### config.mk
export PLATFORM = sky130hd
export DESIGN_NAME = cfb_counter_bank
export DESIGN_NICKNAME = d
export VERILOG_FILES = /design/src/common/cfb_pkg.sv /design/src/verilog/cfb_counter_bank.sv
export SDC_FILE = /design/constraint.sdc
export NUM_CORES = 2
export LEC_CHECK = 0
export ABC_CLOCK_PERIOD_IN_PS = 16900
export BUFFER_PORTS_ARGS = -buffer_cell sky130_fd_sc_hd__buf_4
export CELL_PAD_IN_SITES_DETAIL_PLACEMENT = 0
export CELL_PAD_IN_SITES_GLOBAL_PLACEMENT = 1
export CORE_UTILIZATION = 47
export CTS_BUF_LIST = sky130_fd_sc_hd__clkbuf_16
export CTS_CLUSTER_SIZE = 16
export DETAILED_ROUTE_END_ITERATION = 6
export PLACE_DENSITY = 0.84
export SYNTH_ARGS = -nofsm -noshare
export SYNTH_HDL_FRONTEND = slang
export SYNTH_SLANG_ARGS = --single-unit
export TNS_END_PERCENT = 30
### constraint.sdc
create_clock -name clock -period 16.9 [get_ports clock]
set_input_delay 0.845 -clock clock [delete_from_list [all_inputs] [get_ports clock]]
set_output_delay 0.845 -clock clock [all_outputs]
set_load 0.01 [all_outputs]
### src/common/cfb_pkg.sv
/*
  constants, coil map and carrier types for the eight-channel counter and frequency bank.
  assumes a 25 MHz system clock and a protocol front end that turns coil frames into
  single-bit requests on the coil port.
*/
// Functional notes
// status bit: input xor mask per channel
// status bit: input level after filter stage
// overflow flag per counter, write one clears
// protocol bit: zero vendor ascii, one rtu
// read-write bit enables host watchdog
// format bit: zero hex, one float
// watchdog timeout flag, write one clears
// reset flag reads one first time only
// write one clears that counter to zero
// per counter battery retention enable bit
// per channel automatic frequency mode selection
// per channel high or low mode bit
// halt counting after overflow when enabled
// per channel filter enable or bypass
// per channel mask bit inverts input
// override at power-on forces fixed link settings
// protocol, baud, checksum change only in override
// watchdog expiry drives outputs to safe state
// reset flag set by resets, cleared after query
// indicator off on command, on after response
// low mode counts reference over one period
// high mode counts over eleven periods
// filter time microseconds, shared per channel group
// watchdog timeout 0..255 in tenth seconds
// writing zero to clear bits does nothing
// auto mode thresholds with hysteresis
package cfb_pkg;
  localparam int CFB_CH = 8;

  // coil addresses, printed numbering kept as the address on the coil port
  localparam logic [15:0] CFB_MASKED_IN = 16'h0021;
  localparam logic [15:0] CFB_FILT_IN = 16'h0029;
  localparam logic [15:0] CFB_OVF = 16'h0041;
  localparam logic [15:0] CFB_PROTO = 16'h0101;
  localparam logic [15:0] CFB_HWD_EN = 16'h0105;
  localparam logic [15:0] CFB_FMT = 16'h010D;
  localparam logic [15:0] CFB_HWD_FLAG = 16'h010E;
  localparam logic [15:0] CFB_RST_FLAG = 16'h0111;
  localparam logic [15:0] CFB_CLR = 16'h0201;
  localparam logic [15:0] CFB_RETAIN = 16'h0301;
  localparam logic [15:0] CFB_AUTO = 16'h0321;
  localparam logic [15:0] CFB_HIGH = 16'h0341;
  localparam logic [15:0] CFB_HALT = 16'h0361;
  localparam logic [15:0] CFB_FILT_EN = 16'h0381;
  localparam logic [15:0] CFB_INV = 16'h03A1;

  // reset values of the stored coils
  localparam logic [7:0] CFB_BANK_RST = 8'h00;
  localparam logic CFB_BIT_RST = 1'b0;

  // timing
  localparam int CFB_CLK_HZ = 25_000_000;
  localparam int CFB_US_PER_S = 1_000_000;
  localparam int CFB_US_CYCLES = CFB_CLK_HZ / CFB_US_PER_S;
  localparam logic [19:0] CFB_US_CYCLES_W = 20'(CFB_US_CYCLES);
  localparam int CFB_WD_STEP_MS = 100;
  localparam int CFB_WD_STEP_CYCLES = CFB_CLK_HZ / 1000 * CFB_WD_STEP_MS;

  // frequency measurement
  localparam logic [3:0] CFB_LO_PERIODS = 4'h1;
  localparam logic [3:0] CFB_HI_PERIODS = 4'hB;
  localparam int CFB_AUTO_UP_HZ = 10_000;
  localparam int CFB_AUTO_DN_HZ = 8_000;
  localparam logic [31:0] CFB_UP_LIMIT = 32'(CFB_CLK_HZ / CFB_AUTO_UP_HZ);
  localparam logic [31:0] CFB_DN_LIMIT = 32'(11 * (CFB_CLK_HZ / CFB_AUTO_DN_HZ));

  // link settings forced in override mode, and the strap capture wait
  localparam logic [7:0] CFB_OVR_ADDR = 8'h00;
  localparam int CFB_OVR_BAUD_BPS = 9600;
  localparam logic [1:0] CFB_START_WAIT = 2'h2;

  typedef struct packed {
    logic valid;
    logic write;
    logic [15:0] addr;
    logic data;
  } cfb_coil_req_t;

  typedef struct packed {
    logic valid;
    logic hit;
    logic data;
  } cfb_coil_rsp_t;

  typedef enum logic [0:0] {CFB_SYNC_WAIT, CFB_TIMING} cfb_meas_t;
endpackage : cfb_pkg

### src/verilog/cfb_counter_bank.sv
/*
  eight-channel pulse counter, period-counting frequency meter and control coils.
  assumes a protocol front end on the same clock that issues coil requests, reports
  command and response events, and kicks the host watchdog on valid host traffic.
*/
`timescale 1ns/100ps
module cfb_counter_bank
  import cfb_pkg::*;
#(
  parameter int COUNT_W = 32,
  parameter int WD_STEP_CYCLES = CFB_WD_STEP_CYCLES
)(
  input wire logic clock,
  input wire logic rst_b,
  input wire logic clockEnable,
  input wire logic [CFB_CH-1:0] chanIn,
  input wire logic configOverridePin,
  input wire cfb_coil_req_t coilReq,
  output cfb_coil_rsp_t coilRsp,
  input wire logic [2:0][14:0] filterTimeUs,
  input wire logic [7:0] hostWdTimeout,
  input wire logic hostActivity,
  input wire logic moduleWdReset,
  input wire logic resetStatusQuery,
  input wire logic cmdReceived,
  input wire logic respSent,
  input wire logic linkCfgReq,
  output logic linkCfgAccept,
  output logic overrideMode,
  output logic protocolRtu,
  output logic floatFormat,
  output logic safeState,
  output logic activityLed,
  output logic resetFlag,
  output logic [CFB_CH-1:0] retainEnable,
  output logic [CFB_CH-1:0] highModeActive,
  output logic [CFB_CH-1:0] overflowFlag,
  output logic [CFB_CH-1:0][COUNT_W-1:0] countValue,
  output logic [CFB_CH-1:0][31:0] freqValue
);

  // ****************************************************************
  // helpers
  // ****************************************************************
  function automatic logic [7:0] chanHit(input logic [15:0] addr, input logic [15:0] base);
    logic [15:0] d;
    d = addr - base;
    chanHit = (d < 16'h0008) ? (8'h01 << d[2:0]) : 8'h00;
  endfunction : chanHit

  function automatic logic [7:0] bankWrite(input logic [7:0] old, input logic [7:0] hit,
                                           input logic data);
    bankWrite = (old & ~hit) | (hit & {8{data}});
  endfunction : bankWrite

  // ****************************************************************
  // pin synchronisers
  // ****************************************************************
  logic [CFB_CH-1:0] chanMeta, chanSync;
  logic ovrMeta, ovrSync;
  logic [1:0] startCnt;

  always_ff @(posedge clock)
  begin
    if (!rst_b)
    begin
      chanMeta <= CFB_BANK_RST;
      chanSync <= CFB_BANK_RST;
    end
    else if (clockEnable)
    begin
      chanMeta <= chanIn;
      chanSync <= chanMeta;
    end
  end

  // strap synchroniser keeps sampling through reset, so it is settled when the strap is caught
  always_ff @(posedge clock)
  begin
    if (clockEnable)
    begin
      ovrMeta <= configOverridePin;
      ovrSync <= ovrMeta;
    end
  end

  // override is a power-on strap: caught once the synchroniser has settled after release
  always_ff @(posedge clock)
  begin
    if (!rst_b)
    begin
      startCnt <= 2'h0;
      overrideMode <= 1'b0;
    end
    else if (clockEnable && startCnt != CFB_START_WAIT)
    begin
      startCnt <= startCnt + 2'h1;
      if (startCnt + 2'h1 == CFB_START_WAIT)
        overrideMode <= ovrSync;
    end
  end

  // ****************************************************************
  // coil decode
  // ****************************************************************
  logic [7:0] ovfReg, retainReg, autoReg, highReg, haltReg, filtEnReg, invReg;
  logic protoSel, hwdEn, hwdFlag;
  logic [7:0] maskedIn, chanLevel;

  wire wrStb = coilReq.valid && coilReq.write;
  wire rdStb = coilReq.valid && !coilReq.write;
  wire wrOne = wrStb && coilReq.data;
  wire [7:0] hitMasked = chanHit(coilReq.addr, CFB_MASKED_IN);
  wire [7:0] hitFilt = chanHit(coilReq.addr, CFB_FILT_IN);
  wire [7:0] hitOvf = chanHit(coilReq.addr, CFB_OVF);
  wire [7:0] hitClr = chanHit(coilReq.addr, CFB_CLR);
  wire [7:0] hitRetain = chanHit(coilReq.addr, CFB_RETAIN);
  wire [7:0] hitAuto = chanHit(coilReq.addr, CFB_AUTO);
  wire [7:0] hitHigh = chanHit(coilReq.addr, CFB_HIGH);
  wire [7:0] hitHalt = chanHit(coilReq.addr, CFB_HALT);
  wire [7:0] hitFiltEn = chanHit(coilReq.addr, CFB_FILT_EN);
  wire [7:0] hitInv = chanHit(coilReq.addr, CFB_INV);
  wire isProto = coilReq.addr == CFB_PROTO;
  wire isHwdEn = coilReq.addr == CFB_HWD_EN;
  wire isFmt = coilReq.addr == CFB_FMT;
  wire isHwdFlag = coilReq.addr == CFB_HWD_FLAG;
  wire isRstFlag = coilReq.addr == CFB_RST_FLAG;
  wire [7:0] ovfClear = wrOne ? hitOvf : 8'h00;
  wire [7:0] cntClear = wrOne ? hitClr : 8'h00;
  wire protoWrite = wrStb && isProto;
  wire rstFlagRead = (rdStb && isRstFlag) || resetStatusQuery;
  wire anyHit = |{hitMasked, hitFilt, hitOvf, hitClr, hitRetain, hitAuto, hitHigh, hitHalt,
                  hitFiltEn, hitInv, isProto, isHwdEn, isFmt, isHwdFlag, isRstFlag};
  // write-only clear coils read back as zero
  wire rdBit = |(hitMasked & maskedIn) | |(hitFilt & chanLevel) | |(hitOvf & ovfReg)
             | |(hitRetain & retainReg) | |(hitAuto & autoReg) | |(hitHigh & highReg)
             | |(hitHalt & haltReg) | |(hitFiltEn & filtEnReg) | |(hitInv & invReg)
             | (isProto & protoSel) | (isHwdEn & hwdEn) | (isFmt & floatFormat)
             | (isHwdFlag & hwdFlag) | (isRstFlag & resetFlag);

  always_ff @(posedge clock)
  begin
    if (!rst_b)
    begin
      retainReg <= CFB_BANK_RST;
      autoReg <= CFB_BANK_RST;
      highReg <= CFB_BANK_RST;
      haltReg <= CFB_BANK_RST;
      filtEnReg <= CFB_BANK_RST;
      invReg <= CFB_BANK_RST;
      protoSel <= CFB_BIT_RST;
      hwdEn <= CFB_BIT_RST;
      floatFormat <= CFB_BIT_RST;
      coilRsp <= '0;
      linkCfgAccept <= 1'b0;
    end
    else if (clockEnable)
    begin
      if (wrStb)
      begin
        retainReg <= bankWrite(retainReg, hitRetain, coilReq.data);
        autoReg <= bankWrite(autoReg, hitAuto, coilReq.data);
        highReg <= bankWrite(highReg, hitHigh, coilReq.data);
        haltReg <= bankWrite(haltReg, hitHalt, coilReq.data);
        filtEnReg <= bankWrite(filtEnReg, hitFiltEn, coilReq.data);
        invReg <= bankWrite(invReg, hitInv, coilReq.data);
        if (isHwdEn)
          hwdEn <= coilReq.data;
        if (isFmt)
          floatFormat <= coilReq.data;
      end
      if (protoWrite && overrideMode)
        protoSel <= coilReq.data;
      coilRsp.valid <= coilReq.valid;
      coilRsp.hit <= coilReq.valid && anyHit;
      coilRsp.data <= rdStb && rdBit;
      linkCfgAccept <= linkCfgReq && overrideMode;
    end
  end

  // protocol output stays on the vendor protocol while override is active
  always_ff @(posedge clock)
  begin
    if (!rst_b)
      protocolRtu <= 1'b0;
    else if (clockEnable)
      protocolRtu <= !overrideMode && protoSel;
  end

  assign overflowFlag = ovfReg;
  assign retainEnable = retainReg;
  assign safeState = hwdFlag;

  // ****************************************************************
  // channels: mask, filter, counter, period meter
  // ****************************************************************
  assign maskedIn = chanSync ^ invReg;

  genvar ch;
  generate
    for (ch = 0; ch < CFB_CH; ch++)
    begin : gChan
      localparam int GRP = (ch < 2) ? 0 : ((ch < 4) ? 1 : 2);
      logic filtState, prevLevel, effHigh;
      logic [19:0] filtCnt;
      cfb_meas_t measState;
      logic [31:0] refCnt;
      logic [3:0] perCnt;
      // one filter time per group; zero lets a change through on its first clock, with no delay
      wire [19:0] filtLimit = 20'(filterTimeUs[GRP]) * CFB_US_CYCLES_W;
      wire filtDiff = maskedIn[ch] != filtState;
      wire filtDone = filtDiff && (filtCnt + 20'h1 >= filtLimit);
      wire rise = chanLevel[ch] && !prevLevel;
      wire cntFull = &countValue[ch];
      wire cntStop = haltReg[ch] && ovfReg[ch];
      wire [3:0] target = effHigh ? CFB_HI_PERIODS : CFB_LO_PERIODS;
      wire periodEnd = rise && measState == CFB_TIMING && (perCnt + 4'h1 >= target);
      // saturation marks a signal too slow for the selected mode
      wire [31:0] refNext = (&refCnt) ? refCnt : refCnt + 32'h1;
      wire goHigh = !effHigh && refNext < CFB_UP_LIMIT;
      wire goLow = effHigh && refNext > CFB_DN_LIMIT;

      assign chanLevel[ch] = filtEnReg[ch] ? filtState : maskedIn[ch];
      assign highModeActive[ch] = effHigh;

      always_ff @(posedge clock)
      begin
        if (!rst_b)
        begin
          filtState <= 1'b0;
          filtCnt <= 20'h0;
          prevLevel <= 1'b0;
        end
        else if (clockEnable)
        begin
          filtCnt <= (filtDiff && !filtDone) ? filtCnt + 20'h1 : 20'h0;
          if (filtDone)
            filtState <= maskedIn[ch];
          prevLevel <= chanLevel[ch];
        end
      end

      always_ff @(posedge clock)
      begin
        if (!rst_b)
        begin
          countValue[ch] <= '0;
          ovfReg[ch] <= 1'b0;
        end
        else if (clockEnable)
        begin
          if (cntClear[ch])
            countValue[ch] <= '0;
          else if (rise && !cntStop)
            countValue[ch] <= countValue[ch] + COUNT_W'(1);
          // a new overflow wins over a clear in the same cycle
          ovfReg[ch] <= (ovfReg[ch] && !ovfClear[ch])
                      || (rise && !cntStop && !cntClear[ch] && cntFull);
        end
      end

      always_ff @(posedge clock)
      begin
        if (!rst_b)
        begin
          measState <= CFB_SYNC_WAIT;
          refCnt <= 32'h0;
          perCnt <= 4'h0;
          effHigh <= 1'b0;
          freqValue[ch] <= 32'h0;
        end
        else if (clockEnable)
        begin
          unique case (measState)
            CFB_SYNC_WAIT:
            begin
              refCnt <= 32'h0;
              perCnt <= 4'h0;
              if (rise)
                measState <= CFB_TIMING;
            end
            CFB_TIMING:
            begin
              if (periodEnd)
              begin
                freqValue[ch] <= refNext;
                refCnt <= 32'h0;
                perCnt <= 4'h0;
              end
              else
              begin
                refCnt <= refNext;
                if (rise)
                  perCnt <= perCnt + 4'h1;
              end
            end
          endcase
          if (!autoReg[ch])
            effHigh <= highReg[ch];
          else if (periodEnd && (goHigh || goLow))
            effHigh <= goHigh;
        end
      end
    end
  endgenerate

  // ****************************************************************
  // host watchdog, reset flag, activity indicator
  // ****************************************************************
  logic [$clog2(WD_STEP_CYCLES)-1:0] wdStepCnt;
  logic [7:0] wdUnits;
  wire wdStepEnd = wdStepCnt == ($clog2(WD_STEP_CYCLES))'(WD_STEP_CYCLES - 1);
  wire wdArmed = hwdEn && hostWdTimeout != 8'h00 && !hwdFlag;
  wire wdExpire = wdArmed && wdStepEnd && (wdUnits + 8'h1 == hostWdTimeout);

  always_ff @(posedge clock)
  begin
    if (!rst_b)
    begin
      wdStepCnt <= '0;
      wdUnits <= 8'h0;
      hwdFlag <= 1'b0;
    end
    else if (clockEnable)
    begin
      if (hostActivity || !wdArmed)
      begin
        wdStepCnt <= '0;
        wdUnits <= 8'h0;
      end
      else if (wdStepEnd)
      begin
        wdStepCnt <= '0;
        wdUnits <= wdUnits + 8'h1;
      end
      else
        wdStepCnt <= wdStepCnt + 1'b1;
      // expiry wins over a clear written in the same cycle
      hwdFlag <= (hwdFlag && !(wrOne && isHwdFlag)) || (wdExpire && !hostActivity);
    end
  end

  always_ff @(posedge clock)
  begin
    if (!rst_b)
    begin
      resetFlag <= 1'b1;
      activityLed <= 1'b1;
    end
    else if (clockEnable)
    begin
      resetFlag <= (resetFlag && !rstFlagRead) || moduleWdReset;
      if (cmdReceived)
        activityLed <= 1'b0;
      else if (respSent)
        activityLed <= 1'b1;
    end
  end
endmodule : cfb_counter_bank

==> impl_metrics.yaml <==
status:
  outcome: "completed"
yosys:
  yosys-top-cells-count: "nor2_1 (1176), dfxtp_1 (1108), nand2_1 (736), a21oi_1 (533), nand3_1 (466)"
  mappedNetlistNets: 8824
  yosys-top-cells-area: "dfxtp_1 (34%), ha_1 (6.8%), nor2_1 (6.8%)"
  dominantRegCellSynth: "dfxtp_1"
  main_combinational_cell_family_by_area_after_synthesis: "simple AND/OR/NAND/NOR gates"
  synth_compound_area_share_pct: 16.1
  yosys.area_share.adder_pct: 7.67
  post_synth_xor_area_fraction_pct: 9.23
  share_of_synthesized_flip_flops_with_an_asynchronous_set_or_reset_pct: 0
  syn-instance-count: 8351
  synth_top_area_share_pct: 33.9
  synth.area.mux_share_pct: 1.54
  synth.distinct_cells: 104
  ys_ff_latch: 1110
  synth_edf_count: 2
  yosysWarningCount: 0
  synth_most_common_cell: "nor2_1"
  synthSimpleGateAreaFrac_pct: 26.6
  yosys.area.top_type: "dfxtp_1"
  synthesis.area_mm2: 0.0654
  yosysSeqAreaShare_pct: 34.0
  synthesis.area_per_instance_um2: 7.83
timing:
  report.final.hold_viol_count: 0
  setup_viol: 0
  timing.fmax_ghz: 0.154
  worst_slew_margin_rel_pct: 19.3
  timing_worst_slew_pin_value_ps: 1210
  finalWorstPathRequiredPeriod_ps: 6480
  final_max_slew_viol_count: 0
  final.period_utilization_pct: 38.3
  finalClockSkew_ps: 32.3
  tns_ps: 0
  grt_setup_unrepaired: "no"
clocking:
  cts_inserted_buffers: 131
  clock_path_buffers: 3
  root_buffer: "clkbuf_16"
  worst_setup_hold_path_clk_slew_ps: 60
  postCtsHoldBufs: 0
  cts.repair.resized: 0
  source_to_sink_clock_delay_at_the_later_pin_of_the_worst_skew_pair_ps: 760
  clock-sinks: 1110
  tritoncts: "built"
  htree_num_levels: 4
  postCtsSetupBuffers: 0
job:
  drv_cap: 0
finish:
  final_cell_count_no_fill: 10545
  num-nets-final: 9123
  layout-drive-gt1-share_pct: 11.0
  synthToLayoutAreaGrowth_pct: 14.7
drt:
  drt_first_iter_violations: 4504
  drc: 0
  detail_route.vias_per_cell: 5.81
  routed-via-count: 61282
  wl_per_cell_um: 19.4
  detail_route.wirelength_mm: 205
  antenna_left: 0
  drt_pre_antenna_iters: 6
die:
  placementRows: 136
  ioPinCount: 636
  die_height_um: 375
  area_of_the_core_mm2: 0.138
  start_util_pct: 47.5
  floorplan.die_area_mm2: 0.141
  chipWidth_um: 375
critical_path:
  count_of_buffer_and_inverter_cells_on_the_critical_path: 3
  critPathSlowestCell: "nor2_1"
  timing.critical_path.fanout_max: 14
  cell_class_contributing_the_biggest_share_of_worst_path_delay: "compound AO/OA/AOI/OAI gates"
  worstSetupEndpointType: "flop"
  slowest_delay_ps: 620
  critical_path_class: "in -> reg"
  cp_data_required_time_ps: 17540
  start_kind: "input pin"
  worst-endpoint-arrival_ps: 7120
pwr:
  worst_ir_drop_vdd_uv: 85.7
  cellPowerDensity_mw_per_mm2: 81.9
  power_leakage_nw: 29.3
placement:
  place.port_buffers: 635
  hpwl_dp_mm: 147
  finalWeightedCongestion: 0.919
  place_inst: 10311
grt:
  grt-ovfl-total: 0
  grt.total_usage_pct: 28.0
  grt_pass1_vias: 56344
  antenna_violations_before_repair: 14
  grt_start_max_net_pins: 196
  grt_pass1_wl_mm: 319
min_path:
  hold_path.class: "in -> reg"
## metal layers
| layer | global-route usage, % | wire length, um | vias to the layer above |
|---|---|---|---|
| met1 | 37.1 | 90800 | 29079 |
| met4 | 9.36 | 6370 | 18 |
| met5 | 0 | 126 | - |
| met2 | 45.5 | 93600 | 1730 |
| li1 | - | - | 30102 |
| met3 | 5.41 | 13900 | 353 |
## sequential cells by signal (all words and copies together), names as in the netlist, 22 cells and up, named ones only
signal	flops
gChan.perCnt	32
gChan.refCnt	256
gChan.filtCnt	160
freqValue	256
countValue	256
wdStepCnt	22
## power breakdown
part / internal [mW] / switching, mW / leakage (nW) / total (mW)
clock: 1.58 / 1.18 / 2.11 / 2.76
combinational: 0.264 / 0.478 / 18.3 / 0.743
sequential: 2.62 / 0.00804 / 8.94 / 2.63
## layout by cell type (no fill, tap or decap), types with 24 or more instances in the layout
master     count
a21oi_1      533
a21o_1        62
nand3b_1      43
nand2_1      736
or3_1         91
nor2_1      1172
nor4_1        72
o31ai_1       35
a22o_1        29
and4_1        56
xor2_1       380
a31oi_1       59
o21ai_0      348
and3_1       189
inv_1        313
o21a_1        34
or2_2         24
mux2i_1       86
fa_1          30
clkinv_1      28
and2_1        91
a211oi_1     212
buf_4        682
a22oi_1       62
nor2b_1       44
dfxtp_1     1108
ha_1         353
nand4_1      188
clkbuf_16    135
nor3_1       252
or4_1         24
nand3_1      466
nand2b_1      51
xnor2_1      309
## worst paths after layout
check | startpoint | endpoint | slack (ps) | cells past startpoint
max | filterTimeUs[32] | gChan[5].filtCnt[11]$_SDFFE_PN0P_ | 10420 | 25
min | configOverridePin | ovrMeta$_DFFE_PP_ | 280 | 1
max reg2reg | gChan[5].filtCnt[0]$_SDFFE_PN0P_ | gChan[5].filtCnt[11]$_SDFFE_PN0P_ | 11200 | 17
min reg2reg | ovrMeta$_DFFE_PP_ | ovrSync$_DFFE_PP_ | 440 | 0
## area by class of cell
class	count	area (um^2)
Tap cell	1794	2240
Sequential cell	1110	22200
Clock inverter	94	713
Multi-Input combinational cell	6431	40100
Inverter	288	1100
Antenna cell	5	12.5
Clock buffer	135	3380
Timing Repair Buffer	688	5230
Fill cell	13057	62700
## logic make-up (layout without fill, tap and decap cells)
group / Yosys count / count (layout)
AND/OR/NAND/NOR: 3604 / 3604
AO/OA/AOI/OAI: 1657 / 1657
flip-flops: 1110 / 1110
buffers and inverters: 810 / 1205
XOR/XNOR: 689 / 689
adder cells (fa/ha/maj): 383 / 383
multiplexers: 98 / 98
other: 0 / 5
## stage by stage
stage	setup WS (ps)	hold WS [ps]	instance area [um^2]	power, mW	util (%)
after detailed placement	9810	428	70900	3.43	51.5
final	10420	279	75000	6.14	54.5
after CTS	10600	220	75000	6.20	54.4
after floorplan	10700	400	65400	3.20	-
after global routing	9840	240	75000	6.40	54.5
after global placement	9890	404	70900	3.40	51.5
(Power assumes the default switching activity.)
